`config.mk`:
```
export PLATFORM = sky130hd
export DESIGN_NAME = tri_port_io
export DESIGN_NICKNAME = d
export VERILOG_FILES = /design/src/gpio_port_pkg.sv /design/src/tri_port_io.sv /design/src/apb_word_decode.sv /design/src/pin_drive_mux.sv
export SDC_FILE = /design/constraint.sdc
export NUM_CORES = 1
export LEC_CHECK = 0
export CORE_MARGIN = 4
export CORE_UTILIZATION = 45
export CTS_CLUSTER_DIAMETER = 120
export DETAILED_ROUTE_END_ITERATION = 8
export DONT_BUFFER_PORTS = 1
export RECOVER_POWER = 25
export SLEW_MARGIN = 20
export SYNTH_ARGS = -nofsm -noshare
export SYNTH_HDL_FRONTEND = slang
export SYNTH_SLANG_ARGS = --single-unit
```
`constraint.sdc`:
```
create_clock -name ref_clk -period 3.66 [get_ports ref_clk]
set_input_delay 0.732 -clock ref_clk [delete_from_list [all_inputs] [get_ports ref_clk]]
set_output_delay 0.732 -clock ref_clk [all_outputs]
set_load 0.02 [all_outputs]
```
`src/gpio_port_pkg.sv`:
```
// Constants, register map and state type for the three-port pin block
// Notes on behaviour
// - Direction bit one turns the pin driver off, pin becomes an input.
// - Direction bit zero drives the stored output value onto the pin.
// - Reading the output value register returns stored values, not pin levels.
// - Port pin register reads pin levels; writing it updates the output value.
// - Peripheral direction override acts on pins, never written into direction registers.
// - Port C bits 0,1 oscillator out/in; bit 0 timer clock; bit 2 capture/compare/PWM.
// - Port C bit 3 serial clock, bit 4 serial data in, bit 5 serial data out.
// - Port C bit 6 USART transmit or clock, bit 7 USART receive or data.
// - Port D is general I/O only while bus-disable bit set; else bus.
// - In bus mode port D bit n carries system bus bit n.
// - Port E is general I/O only after software sets the bus-disable bit.
// - In bus mode port E carries high address/data byte, or high address.
// - Bus pins multiplexed address/data in 16-bit mode; large part 8-bit: address only.
// - After power-on reset port D belongs to the system bus.
// - After power-on reset port E belongs to the system bus.
// - Direction registers reset to all ones on every reset.
// - Pin and output value registers hold through resets other than power-on.
// - Memory control: bus-off bit 7, program, two wait, two write bits; 3:2 zero.
package gpio_port_pkg;

  localparam int PORT_W = 8;
  localparam int ADDR_W = 8;

  // Register byte addresses
  localparam logic [ADDR_W-1:0] OFS_PINS_C  = 8'h00;
  localparam logic [ADDR_W-1:0] OFS_OUT_C   = 8'h04;
  localparam logic [ADDR_W-1:0] OFS_DIR_C   = 8'h08;
  localparam logic [ADDR_W-1:0] OFS_PINS_D  = 8'h0c;
  localparam logic [ADDR_W-1:0] OFS_OUT_D   = 8'h10;
  localparam logic [ADDR_W-1:0] OFS_DIR_D   = 8'h14;
  localparam logic [ADDR_W-1:0] OFS_PINS_E  = 8'h18;
  localparam logic [ADDR_W-1:0] OFS_OUT_E   = 8'h1c;
  localparam logic [ADDR_W-1:0] OFS_DIR_E   = 8'h20;
  localparam logic [ADDR_W-1:0] OFS_MEMCTL  = 8'h24;

  // Reset values
  localparam logic [PORT_W-1:0] DIR_RESET    = 8'hff;
  localparam logic [PORT_W-1:0] MEMCTL_RESET = 8'h00;
  localparam logic [PORT_W-1:0] LATCH_POR    = 8'h00;

  // Memory interface control fields
  localparam int MC_BUS_OFF    = 7;
  localparam int MC_PROGRAM    = 6;
  localparam int MC_WAIT_HI    = 5;
  localparam int MC_WAIT_LO    = 4;
  localparam int MC_WRITE_HI   = 1;
  localparam int MC_WRITE_LO   = 0;
  localparam logic [PORT_W-1:0] MEMCTL_MASK = 8'hf3;

  // Port C shared pin positions
  localparam int PC_OSC_OUT    = 0;
  localparam int PC_TIMER_CLK  = 0;
  localparam int PC_OSC_IN     = 1;
  localparam int PC_CCP        = 2;
  localparam int PC_SER_CLK    = 3;
  localparam int PC_SER_DIN    = 4;
  localparam int PC_SER_DOUT   = 5;
  localparam int PC_USART_TX   = 6;
  localparam int PC_USART_RX   = 7;

  typedef enum logic [3:0] {
    SEL_PINS_C = 4'b0000,
    SEL_OUT_C  = 4'b0001,
    SEL_DIR_C  = 4'b0010,
    SEL_PINS_D = 4'b0011,
    SEL_OUT_D  = 4'b0100,
    SEL_DIR_D  = 4'b0101,
    SEL_PINS_E = 4'b0110,
    SEL_OUT_E  = 4'b0111,
    SEL_DIR_E  = 4'b1000,
    SEL_MEMCTL = 4'b1001,
    SEL_NONE   = 4'b1111
  } reg_sel_t;

  typedef struct packed {
    logic [PORT_W-1:0] dir_c;
    logic [PORT_W-1:0] out_c;
    logic [PORT_W-1:0] dir_d;
    logic [PORT_W-1:0] out_d;
    logic [PORT_W-1:0] dir_e;
    logic [PORT_W-1:0] out_e;
    logic [PORT_W-1:0] memctl;
    logic [31:0]       rdata;
    logic              slverr;
  } state_t;

endpackage

```
`src/tri_port_io.sv`:
```
// Three 8-bit ports: port C shared with peripherals, ports D and E with the system bus
//
// Design decisions made here: the APB interface to the registers and the address map.
`timescale 1ns/1ps
module tri_port_io
  import gpio_port_pkg::*;
#(
  parameter bit LARGE_VARIANT = 1'b1
) (
  // Clock and resets
  input  wire logic              ref_clk,
  input  wire logic              rst_n,
  input  wire logic              other_reset_n,
  // APB slave
  input  wire logic              psel,
  input  wire logic              penable,
  input  wire logic              pwrite,
  input  wire logic [ADDR_W-1:0] paddr,
  input  wire logic [31:0]       pwdata,
  input  wire logic [3:0]        pstrb,
  output logic      [31:0]       prdata,
  output logic                   pready,
  output logic                   pslverr,
  // Port C pins
  input  wire logic [PORT_W-1:0] pin_c_in,
  output logic      [PORT_W-1:0] pin_c_out,
  output logic      [PORT_W-1:0] pin_c_oe,
  // Port D pins
  input  wire logic [PORT_W-1:0] pin_d_in,
  output logic      [PORT_W-1:0] pin_d_out,
  output logic      [PORT_W-1:0] pin_d_oe,
  // Port E pins
  input  wire logic [PORT_W-1:0] pin_e_in,
  output logic      [PORT_W-1:0] pin_e_out,
  output logic      [PORT_W-1:0] pin_e_oe,
  // Peripheral overrides on port C
  input  wire logic [PORT_W-1:0] force_out_c,
  input  wire logic [PORT_W-1:0] force_in_c,
  input  wire logic              second_osc_out,
  input  wire logic              ccp_out,
  input  wire logic              serial_clk_out,
  input  wire logic              serial_data_out,
  input  wire logic              usart_tx_out,
  input  wire logic              usart_data_out,
  // Peripheral inputs from port C
  output logic                   second_osc_in,
  output logic                   timer_ext_clock_in,
  output logic                   capture_in,
  output logic                   serial_clk_in,
  output logic                   serial_data_in,
  output logic                   usart_clk_in,
  output logic                   usart_rx_in,
  // System bus side
  input  wire logic [15:0]       bus_addr,
  input  wire logic [15:0]       bus_wdata,
  input  wire logic              bus_addr_phase,
  input  wire logic              bus_drive_data,
  input  wire logic              bus_8bit_mode,
  output logic      [15:0]       bus_rdata,
  output logic                   bus_off,
  output logic      [1:0]        wait_states,
  output logic      [1:0]        write_style,
  output logic                   program_select_bit
);

  state_t            st;
  state_t            next_st;
  reg_sel_t          sel;
  logic              sel_hit;
  logic              setup_phase;
  logic              wr_access;
  logic              addr_only;
  logic [PORT_W-1:0] own_c;
  logic [PORT_W-1:0] alt_out_c;
  logic [PORT_W-1:0] bus_own;
  logic [PORT_W-1:0] bus_oe;
  logic [15:0]       bus_drive;

  apb_word_decode u_decode (
    .paddr (paddr),
    .sel   (sel),
    .hit   (sel_hit)
  );

  function automatic logic [PORT_W-1:0] read_value(input reg_sel_t s, input state_t q,
                                                   input logic [PORT_W-1:0] pc,
                                                   input logic [PORT_W-1:0] pd,
                                                   input logic [PORT_W-1:0] pe);
    logic [PORT_W-1:0] v;
    v = '0;
    unique case (s)
      SEL_PINS_C: v = pc;
      SEL_PINS_D: v = pd;
      SEL_PINS_E: v = pe;
      SEL_OUT_C:  v = q.out_c;
      SEL_OUT_D:  v = q.out_d;
      SEL_OUT_E:  v = q.out_e;
      SEL_DIR_C:  v = q.dir_c;
      SEL_DIR_D:  v = q.dir_d;
      SEL_DIR_E:  v = q.dir_e;
      SEL_MEMCTL: v = q.memctl & MEMCTL_MASK;
      SEL_NONE:   v = '0;
    endcase
    return v;
  endfunction

  // Zero-wait slave: read data is captured in setup, so it is ready in access
  assign setup_phase = psel & ~penable;
  assign wr_access   = psel & penable & pwrite & pstrb[0] & sel_hit;
  assign pready      = 1'b1;
  assign prdata      = st.rdata;
  assign pslverr     = psel & penable & st.slverr;

  always_comb begin
    next_st = st;
    if (setup_phase) begin
      next_st.rdata  = {24'h00_0000, read_value(sel, st, pin_c_in, pin_d_in, pin_e_in)};
      next_st.slverr = ~sel_hit;
    end
    if (wr_access) begin
      unique case (sel)
        SEL_PINS_C, SEL_OUT_C: next_st.out_c = pwdata[PORT_W-1:0];
        SEL_PINS_D, SEL_OUT_D: next_st.out_d = pwdata[PORT_W-1:0];
        SEL_PINS_E, SEL_OUT_E: next_st.out_e = pwdata[PORT_W-1:0];
        SEL_DIR_C:  next_st.dir_c  = pwdata[PORT_W-1:0];
        SEL_DIR_D:  next_st.dir_d  = pwdata[PORT_W-1:0];
        SEL_DIR_E:  next_st.dir_e  = pwdata[PORT_W-1:0];
        SEL_MEMCTL: next_st.memctl = pwdata[PORT_W-1:0] & MEMCTL_MASK;
        SEL_NONE:   next_st.memctl = st.memctl;
      endcase
    end
    // Warm reset spares the output values
    if (!other_reset_n) begin
      next_st.dir_c  = DIR_RESET;
      next_st.dir_d  = DIR_RESET;
      next_st.dir_e  = DIR_RESET;
      next_st.memctl = MEMCTL_RESET;
    end
  end

  always_ff @(posedge ref_clk or negedge rst_n) begin
    if (!rst_n) begin
      st.dir_c  <= DIR_RESET;
      st.dir_d  <= DIR_RESET;
      st.dir_e  <= DIR_RESET;
      st.out_c  <= LATCH_POR;
      st.out_d  <= LATCH_POR;
      st.out_e  <= LATCH_POR;
      st.memctl <= MEMCTL_RESET;
      st.rdata  <= 32'h0000_0000;
      st.slverr <= 1'b0;
    end else begin
      st <= next_st;
    end
  end

  // Control bits out to the memory interface
  assign bus_off            = st.memctl[MC_BUS_OFF];
  assign program_select_bit = st.memctl[MC_PROGRAM];
  assign wait_states        = {st.memctl[MC_WAIT_HI], st.memctl[MC_WAIT_LO]};
  assign write_style        = {st.memctl[MC_WRITE_HI], st.memctl[MC_WRITE_LO]};

  // Port C: peripherals may claim a pin either way
  assign own_c = force_out_c | force_in_c;
  always_comb begin
    alt_out_c               = '0;
    alt_out_c[PC_OSC_OUT]   = second_osc_out;
    alt_out_c[PC_CCP]       = ccp_out;
    alt_out_c[PC_SER_CLK]   = serial_clk_out;
    alt_out_c[PC_SER_DIN]   = 1'b0;
    alt_out_c[PC_SER_DOUT]  = serial_data_out;
    alt_out_c[PC_USART_TX]  = usart_tx_out;
    alt_out_c[PC_USART_RX]  = usart_data_out;
  end

  assign second_osc_in      = pin_c_in[PC_OSC_IN];
  assign timer_ext_clock_in = pin_c_in[PC_TIMER_CLK];
  assign capture_in         = pin_c_in[PC_CCP];
  assign serial_clk_in      = pin_c_in[PC_SER_CLK];
  assign serial_data_in     = pin_c_in[PC_SER_DIN];
  assign usart_clk_in       = pin_c_in[PC_USART_TX];
  assign usart_rx_in        = pin_c_in[PC_USART_RX];

  pin_drive_mux #(.WIDTH(PORT_W)) u_mux_c (
    .out_value (st.out_c),
    .dir_bits  (st.dir_c),
    .alt_own   (own_c),
    .alt_oe    (force_out_c),
    .alt_out   (alt_out_c),
    .pin_out   (pin_c_out),
    .pin_oe    (pin_c_oe)
  );

  // Address only on the large part in 8-bit mode; otherwise address/data shared
  assign addr_only = LARGE_VARIANT & bus_8bit_mode;
  assign bus_own   = {PORT_W{~st.memctl[MC_BUS_OFF]}};
  assign bus_drive = (addr_only || bus_addr_phase) ? bus_addr : bus_wdata;
  assign bus_oe    = {PORT_W{addr_only | bus_addr_phase | bus_drive_data}};
  assign bus_rdata = {pin_e_in, pin_d_in};

  pin_drive_mux #(.WIDTH(PORT_W)) u_mux_d (
    .out_value (st.out_d),
    .dir_bits  (st.dir_d),
    .alt_own   (bus_own),
    .alt_oe    (bus_oe),
    .alt_out   (bus_drive[7:0]),
    .pin_out   (pin_d_out),
    .pin_oe    (pin_d_oe)
  );

  pin_drive_mux #(.WIDTH(PORT_W)) u_mux_e (
    .out_value (st.out_e),
    .dir_bits  (st.dir_e),
    .alt_own   (bus_own),
    .alt_oe    (bus_oe),
    .alt_out   (bus_drive[15:8]),
    .pin_out   (pin_e_out),
    .pin_oe    (pin_e_oe)
  );
endmodule

```
`src/apb_word_decode.sv`:
```
// Address decoder from APB byte address to register select
`timescale 1ns/1ps
module apb_word_decode
  import gpio_port_pkg::*;
(
  // Address in
  input  wire logic [ADDR_W-1:0] paddr,
  // Select out
  output reg_sel_t               sel,
  output logic                   hit
);

  always_comb begin
    unique case (paddr)
      OFS_PINS_C: sel = SEL_PINS_C;
      OFS_OUT_C:  sel = SEL_OUT_C;
      OFS_DIR_C:  sel = SEL_DIR_C;
      OFS_PINS_D: sel = SEL_PINS_D;
      OFS_OUT_D:  sel = SEL_OUT_D;
      OFS_DIR_D:  sel = SEL_DIR_D;
      OFS_PINS_E: sel = SEL_PINS_E;
      OFS_OUT_E:  sel = SEL_OUT_E;
      OFS_DIR_E:  sel = SEL_DIR_E;
      OFS_MEMCTL: sel = SEL_MEMCTL;
      default:    sel = SEL_NONE;
    endcase
    hit = (sel != SEL_NONE);
  end

endmodule

```
`src/pin_drive_mux.sv`:
```
// Per-pin drive selection between register control and an alternate owner
`timescale 1ns/1ps
module pin_drive_mux #(
  parameter int WIDTH = 8
) (
  // Register side
  input  wire logic [WIDTH-1:0] out_value,
  input  wire logic [WIDTH-1:0] dir_bits,
  // Alternate owner
  input  wire logic [WIDTH-1:0] alt_own,
  input  wire logic [WIDTH-1:0] alt_oe,
  input  wire logic [WIDTH-1:0] alt_out,
  // Pin side
  output logic      [WIDTH-1:0] pin_out,
  output logic      [WIDTH-1:0] pin_oe
);

  // Elaboration check: a zero-width port has no pins to serve
  if (WIDTH < 1) begin : g_bad_width
    $error("pin_drive_mux needs WIDTH of at least one");
  end

  // Owner takes pin; stored registers are left alone
  always_comb begin
    for (int i = 0; i < WIDTH; i++) begin
      if (alt_own[i]) begin
        pin_oe[i]  = alt_oe[i];
        pin_out[i] = alt_out[i];
      end else begin
        pin_oe[i]  = ~dir_bits[i];
        pin_out[i] = out_value[i];
      end
    end
  end

endmodule

```
==> metrics.cfg, run 1 <==
[synthesis]
ys_async_sr_fraction=1.00
synth-edff-count=0
synth_seq_area_share=0.360
syn_inst=478
syn-cell-area_um2=4470
ys_ff_latch=63
ys_types=53
yosysWarnings=0
synth_flop_cell=dfrtp_1
synth_area_per_cell_um2=9.34

[grt]
grt_pass1_vias=3317
overflow=0
antenna_found_initial=0
grt_usage=0.225
grt_pass1_wl_um=19700
gr-usage-met1=0.314
use_met2=0.361
gr-usage-met3=0.0420
busiest_layer=met2
grt_max_degree=64

[worst_setup_path]
cp.required_ns=2.93
r2r_end=prdata[6]
crit_path_cell_trace=nor2_2 -> buf_4 -> mux2i_1 -> o21ai_0
cp_slowest_stage_delay_ns=0.62
slowest_stage=o21ai_0
cp-start-kind=input pin
crit_type=in -> out
r2r_cells=5
cp-startpoint=bus_addr_phase
rr_startpoint=st[79]
crit_path_end=pin_d_out[6]
rrSetupSlack_ns=2.07
cp.arrival_ns=1.86
cp_max_fo=16
end_kind=output port

[floorplanning]
start_util=0.459
fp-row-count=36
io_pins=242
fp.dieW_um=108
die-area_um2=11600
die_h_um=108
core_um2=9730

[sta]
tightest_slew_ns=1.01
clock_skew_ns=0.0108
slew_headroom=0.320
hold_viol_final=0
drv_slew=0
rsz0062_at_grt=false
setup_tns_ns=0
min_period_over_period=0.708
timing.fmax_ghz=0.386
final.min_clock_period_ns=2.59
whs_ns=0.0775
setup_violations=0
finalWorstSetupSlack_ns=1.07

[cts]
clkTransAtPathRegs_ns=0.07
cts_tree=built
clock-sinks=63
htreeDepth=3
hold_buffers=0
clock_latency_ns=0.35
numCtsBuffers=9
post-cts-setup-buffer-count=0
ctsResizeCount=0
clock_path_buffers=2
cts_root_buf=clkbuf_8

[finish]
fillers=983
layout_commonest_cell=nand2_1
final_nets=581
area_growth_pct=2.35
insertedDiodeCount=0
final_cell_mix=59 x nand2_1, 51 x o21ai_0, 50 x mux2i_1
utilization=0.470
drive_gt1_frac=0.233

[detailed_routing]
routedWlPerCell_um=22.4
drt-initial-drc-count=196
remaining_drc_errors=0
final_antenna_net_count=0
via_per_inst=5.84
dr.pass1.iters=4
vias=3435
routed_wirelength_um=13200

[power]
p_total_mw=1.59
powerDensity_nw_per_um2=347
leakage_nw=1.79
max-vdd-ir-drop_uv=194

[worst_hold_path]
hp-class=in -> async

[placement]
gp_congestion=0.858
port_buffers=0
dp_hpwl_um=10100
dp_slack_ns=0.960

[job]
maxCapViolCount=0

[run_status]
outcome=complete, no violations

-- flip-flops by register name, indices dropped and copies added (netlist names) --
register and count:
prdata 8, st 49, wait_states 2, bus_off 1, program_select_bit 1, write_style 2
-- worst max-delay path: cells and delay by family --
family / cells / cell delay (ns)
AO/OA/AOI/OAI: 1 / 0.62
buffers and inverters: 1 / 0.29
multiplexers: 1 / 0.11
AND/OR/NAND/NOR: 1 / 0.09
-- routing by layer --
layer / wire length (µm) / vias up
li1: - / 1570
met1: 5710 / 1663
met2: 6260 / 190
met3: 1080 / 12
met4: 140 / 0
met5: 0 / -
-- per-stage QoR --
| step | cell area [µm²] | instances |
|---|---|---|
| after floorplan | 4550 | 501 |
| after global placement | 4350 | 572 |
| after detailed placement | 4350 | 572 |
| after CTS | 4570 | 588 |
| after global routing | 4570 | 588 |
| final | 4570 | 588 |
-- cell usage after synthesis (4+ instances only) --
| cell | instances | area (µm²) |
|---|---|---|
| mux2_4 | 8 | 120 |
| o211ai_1 | 4 | 30.0 |
| nor2b_1 | 13 | 81.3 |
| a22oi_1 | 7 | 52.6 |
| a32oi_1 | 5 | 43.8 |
| buf_4 | 61 | 458 |
| o21ai_0 | 51 | 255 |
| nand2_1 | 59 | 221 |
| mux2i_1 | 50 | 500 |
| clkbuf_1 | 17 | 63.8 |
| inv_1 | 6 | 22.5 |
| nand2b_1 | 5 | 31.3 |
| buf_2 | 7 | 35.0 |
| mux2_2 | 26 | 293 |
| dfstp_2 | 24 | 631 |
| o21bai_1 | 8 | 60.1 |
| nor3_1 | 5 | 25.0 |
| dfrtp_1 | 39 | 976 |
| nand3_1 | 5 | 25.0 |
| nor2_1 | 16 | 60.1 |
| a21oi_1 | 6 | 30.0 |
| nor4_1 | 4 | 25.0 |
| a31oi_1 | 5 | 31.3 |
-- cell type report --
cell class,instances,area (µm²),share of cell area
flip-flops and latches,63,1610,0.351
clock inverters,3,65.1,0.0142
multi-input cells,346,2370,0.519
well taps,133,166,0.0364
repair buffers,24,180,0.0394
inverters,6,22.5,0.00493
clock buffers,13,159,0.0348
-- power breakdown --
group / internal [mW] / switching, mW / leakage, nW
sequential: 0.705 / 0.0128 / 0.780
clock: 0.420 / 0.266 / 0.114
combinational: 0.0611 / 0.122 / 0.893
-- worst min path at each step --
stage	slack (ns)	end	cells past startpoint
2_1_floorplan	0.44	bus_off	0
3_3_place_gp	0.44	prdata[2]	0
3_5_place_dp	0.44	prdata[2]	0
4_1_cts	0.06	st[80]	0
5_1_grt	0.06	bus_off	0
6_report	0.08	prdata[2]	0
-- cells by family after synthesis --
logic type | Yosys count | share of synthesized area
flip-flops | 63 | 0.360
other | 2 | 0.00168
AO/OA/AOI/OAI | 106 | 0.149
buffers and inverters | 92 | 0.131
multiplexers | 84 | 0.204
AND/OR/NAND/NOR | 131 | 0.155
(Power assumes the default switching activity.)
==> run 2, diff against run 1 <==
ABC_AREA = 1   (was unset)
clock period = 2.7 ns   (was 3.66 ns; I/O delays follow)
==> metrics.cfg, run 2 <==
[run_status]
outcome=finished, violations left
violations=max-capacitance violations, max-slew violations

[grt]
grt_usage=0.236
grt_pass1_wl_um=21400
use_met2=0.386
grt_max_degree=45
overflow=0
gr-usage-met3=0.0580
grt_pass1_vias=4037
busiest_layer=met2
antenna_found_initial=0
gr-usage-met1=0.310

[worst_setup_path]
r2r_cells=7
rr_startpoint=bus_off
crit_type=reg -> out
end_kind=output port
cp-start-kind=flip-flop
r2r_end=prdata[7]
cp.required_ns=2.16
rrSetupSlack_ns=1.03
cp_max_fo=18
cp.arrival_ns=1.79

[finish]
design_area_um2=4820
final_cell_mix=187 x nand2_1, 101 x nand3_1, 65 x nor2_1
largest_reg_flops=49
fillers=1046
area_growth_pct=5.50
layout_commonest_cell=nand2_1
drive_gt1_frac=0.165
final_cells=800
insertedDiodeCount=0
final_nets=793
regMostFlops=st
utilization=0.491

[floorplanning]
die-area_um2=11800
io_pins=242
fp-row-count=36
die_h_um=109
start_util=0.465
core_um2=9820
fp.dieW_um=109

[detailed_routing]
vias=4374
dr.pass1.iters=5
via_per_inst=5.47
final_antenna_net_count=0
remaining_drc_errors=0
drt-initial-drc-count=260
routed_wirelength_um=14300
routedWlPerCell_um=17.9

[sta]
setup_violations=0
hold_viol_final=0
slew_headroom=-0.308
tightest_slew_ns=1.96
timing.fmax_ghz=0.428
rsz0062_at_grt=false
drv_slew=40
min_period_over_period=0.865
clock_skew_ns=0.00980
final.min_clock_period_ns=2.33
setup_tns_ns=0

[synthesis]
synth_flop_cell=dfrtp_1
ys_async_sr_fraction=1.00
yosys-top-cells-count=187 x nand2_1, 101 x nand3_1, 66 x nor2_1
syn_inst=671
synth_most_common_cell=nand2_1
synth_seq_area_share=0.351
yosysTopAreaCell=dfrtp_1
ys_types=27
ys_ff_latch=63
synth.area.top_cells=dfrtp_1 21%, nand2_1 15%, dfstp_2 14%, nand3_1 11%, buf_4 9.9%
synth_area_per_cell_um2=6.81
synth-edff-count=0
yosysWarnings=0
synth_top_area_share=0.214
syn-cell-area_um2=4570

[cts]
clock_path_buffers=2
clock-sinks=63
numCtsBuffers=9
cts_tree=built
post-cts-setup-buffer-count=0
htreeDepth=3
clkTransAtPathRegs_ns=0.07
clock_latency_ns=0.35
ctsResizeCount=0
cts_root_buf=clkbuf_8
hold_buffers=1

[placement]
port_buffers=0
dp_hpwl_um=10800
dpl_cell_area_um2=4590
dp_cells=783
gp_congestion=0.924

[worst_hold_path]
hp-class=in -> async

[power]
leakage_nw=2.53
max-vdd-ir-drop_uv=300
powerDensity_nw_per_um2=481

[job]
maxCapViolCount=1

-- run 2: cell count changes after synthesis, moves of 29 or more --
cell / change
a21oi_1: +29
inv_1: +31
mux2i_1: -50
nand2_1: +128
nand3_1: +96
nor2_1: +50
-- run 2: final cells by class --
class                           count  area, µm²  area share
Multi-Input combinational cell    501       2310       0.478
Sequential cell                    63       1610       0.333
Timing Repair Buffer               47        368      0.0763
Tap cell                          133        166      0.0345
Clock buffer                       13        159      0.0330
Inverter                           40        150      0.0311
Clock inverter                      3       65.1      0.0135
-- run 2: through the flow --
stage / power [mW] / hold slack (ns) / worst slack [ns]
6_report: 2.32 / 0.0281 / 0.365
5_1_grt: 2.40 / 0.0114 / 0.180
4_1_cts: 2.34 / 0.0222 / 0.342
3_5_place_dp: 1.37 / 0.248 / 0.508
3_3_place_gp: 1.37 / 0.249 / 0.568
2_1_floorplan: 1.36 / 0.244 / 0.380
-- run 2: cells by family (layout without fill, tap and decap cells) --
logic type / count (synthesis) / count (layout) / synth area share
compound gates: 88 / 88 / 0.102
buf+inv: 130 / 103 / 0.163
flops: 63 / 63 / 0.351
mux: 6 / 6 / 0.0148
other cells: 2 / 25 / 0.00164
simple gates: 382 / 382 / 0.367
-- run 2: critical path, cell delays in order, from the launching register on --
cell	delay [ns]
dfrtp_1	0.37
inv_1	0.38
o21ai_0	0.19
buf_4	0.23
o21ai_0	0.11
buf_4	0.18
-- run 2: power breakdown --
group          internal, mW  switching (mW)  total (mW)
combinational         0.103           0.224       0.327
clock                 0.570           0.375       0.945
sequential             1.01          0.0394        1.05
-- run 2: routing by layer --
layer / wire length (µm) / share of wire
met5: 0 / 0
met2: 6970 / 0.49
met1: 5620 / 0.39
met3: 1420 / 0.099
met4: 298 / 0.021
-- run 2: worst max-delay path by stage --
stage,startpoint,end,cells past startpoint
6_report,bus_off,pin_d_oe[1],5
3_5_place_dp,paddr[4],st[73],10
4_1_cts,bus_off,pin_d_oe[1],5
2_1_floorplan,bus_addr_phase,pin_d_oe[0],5
3_3_place_gp,paddr[6],st[75],10
5_1_grt,bus_off,pin_d_oe[0],5
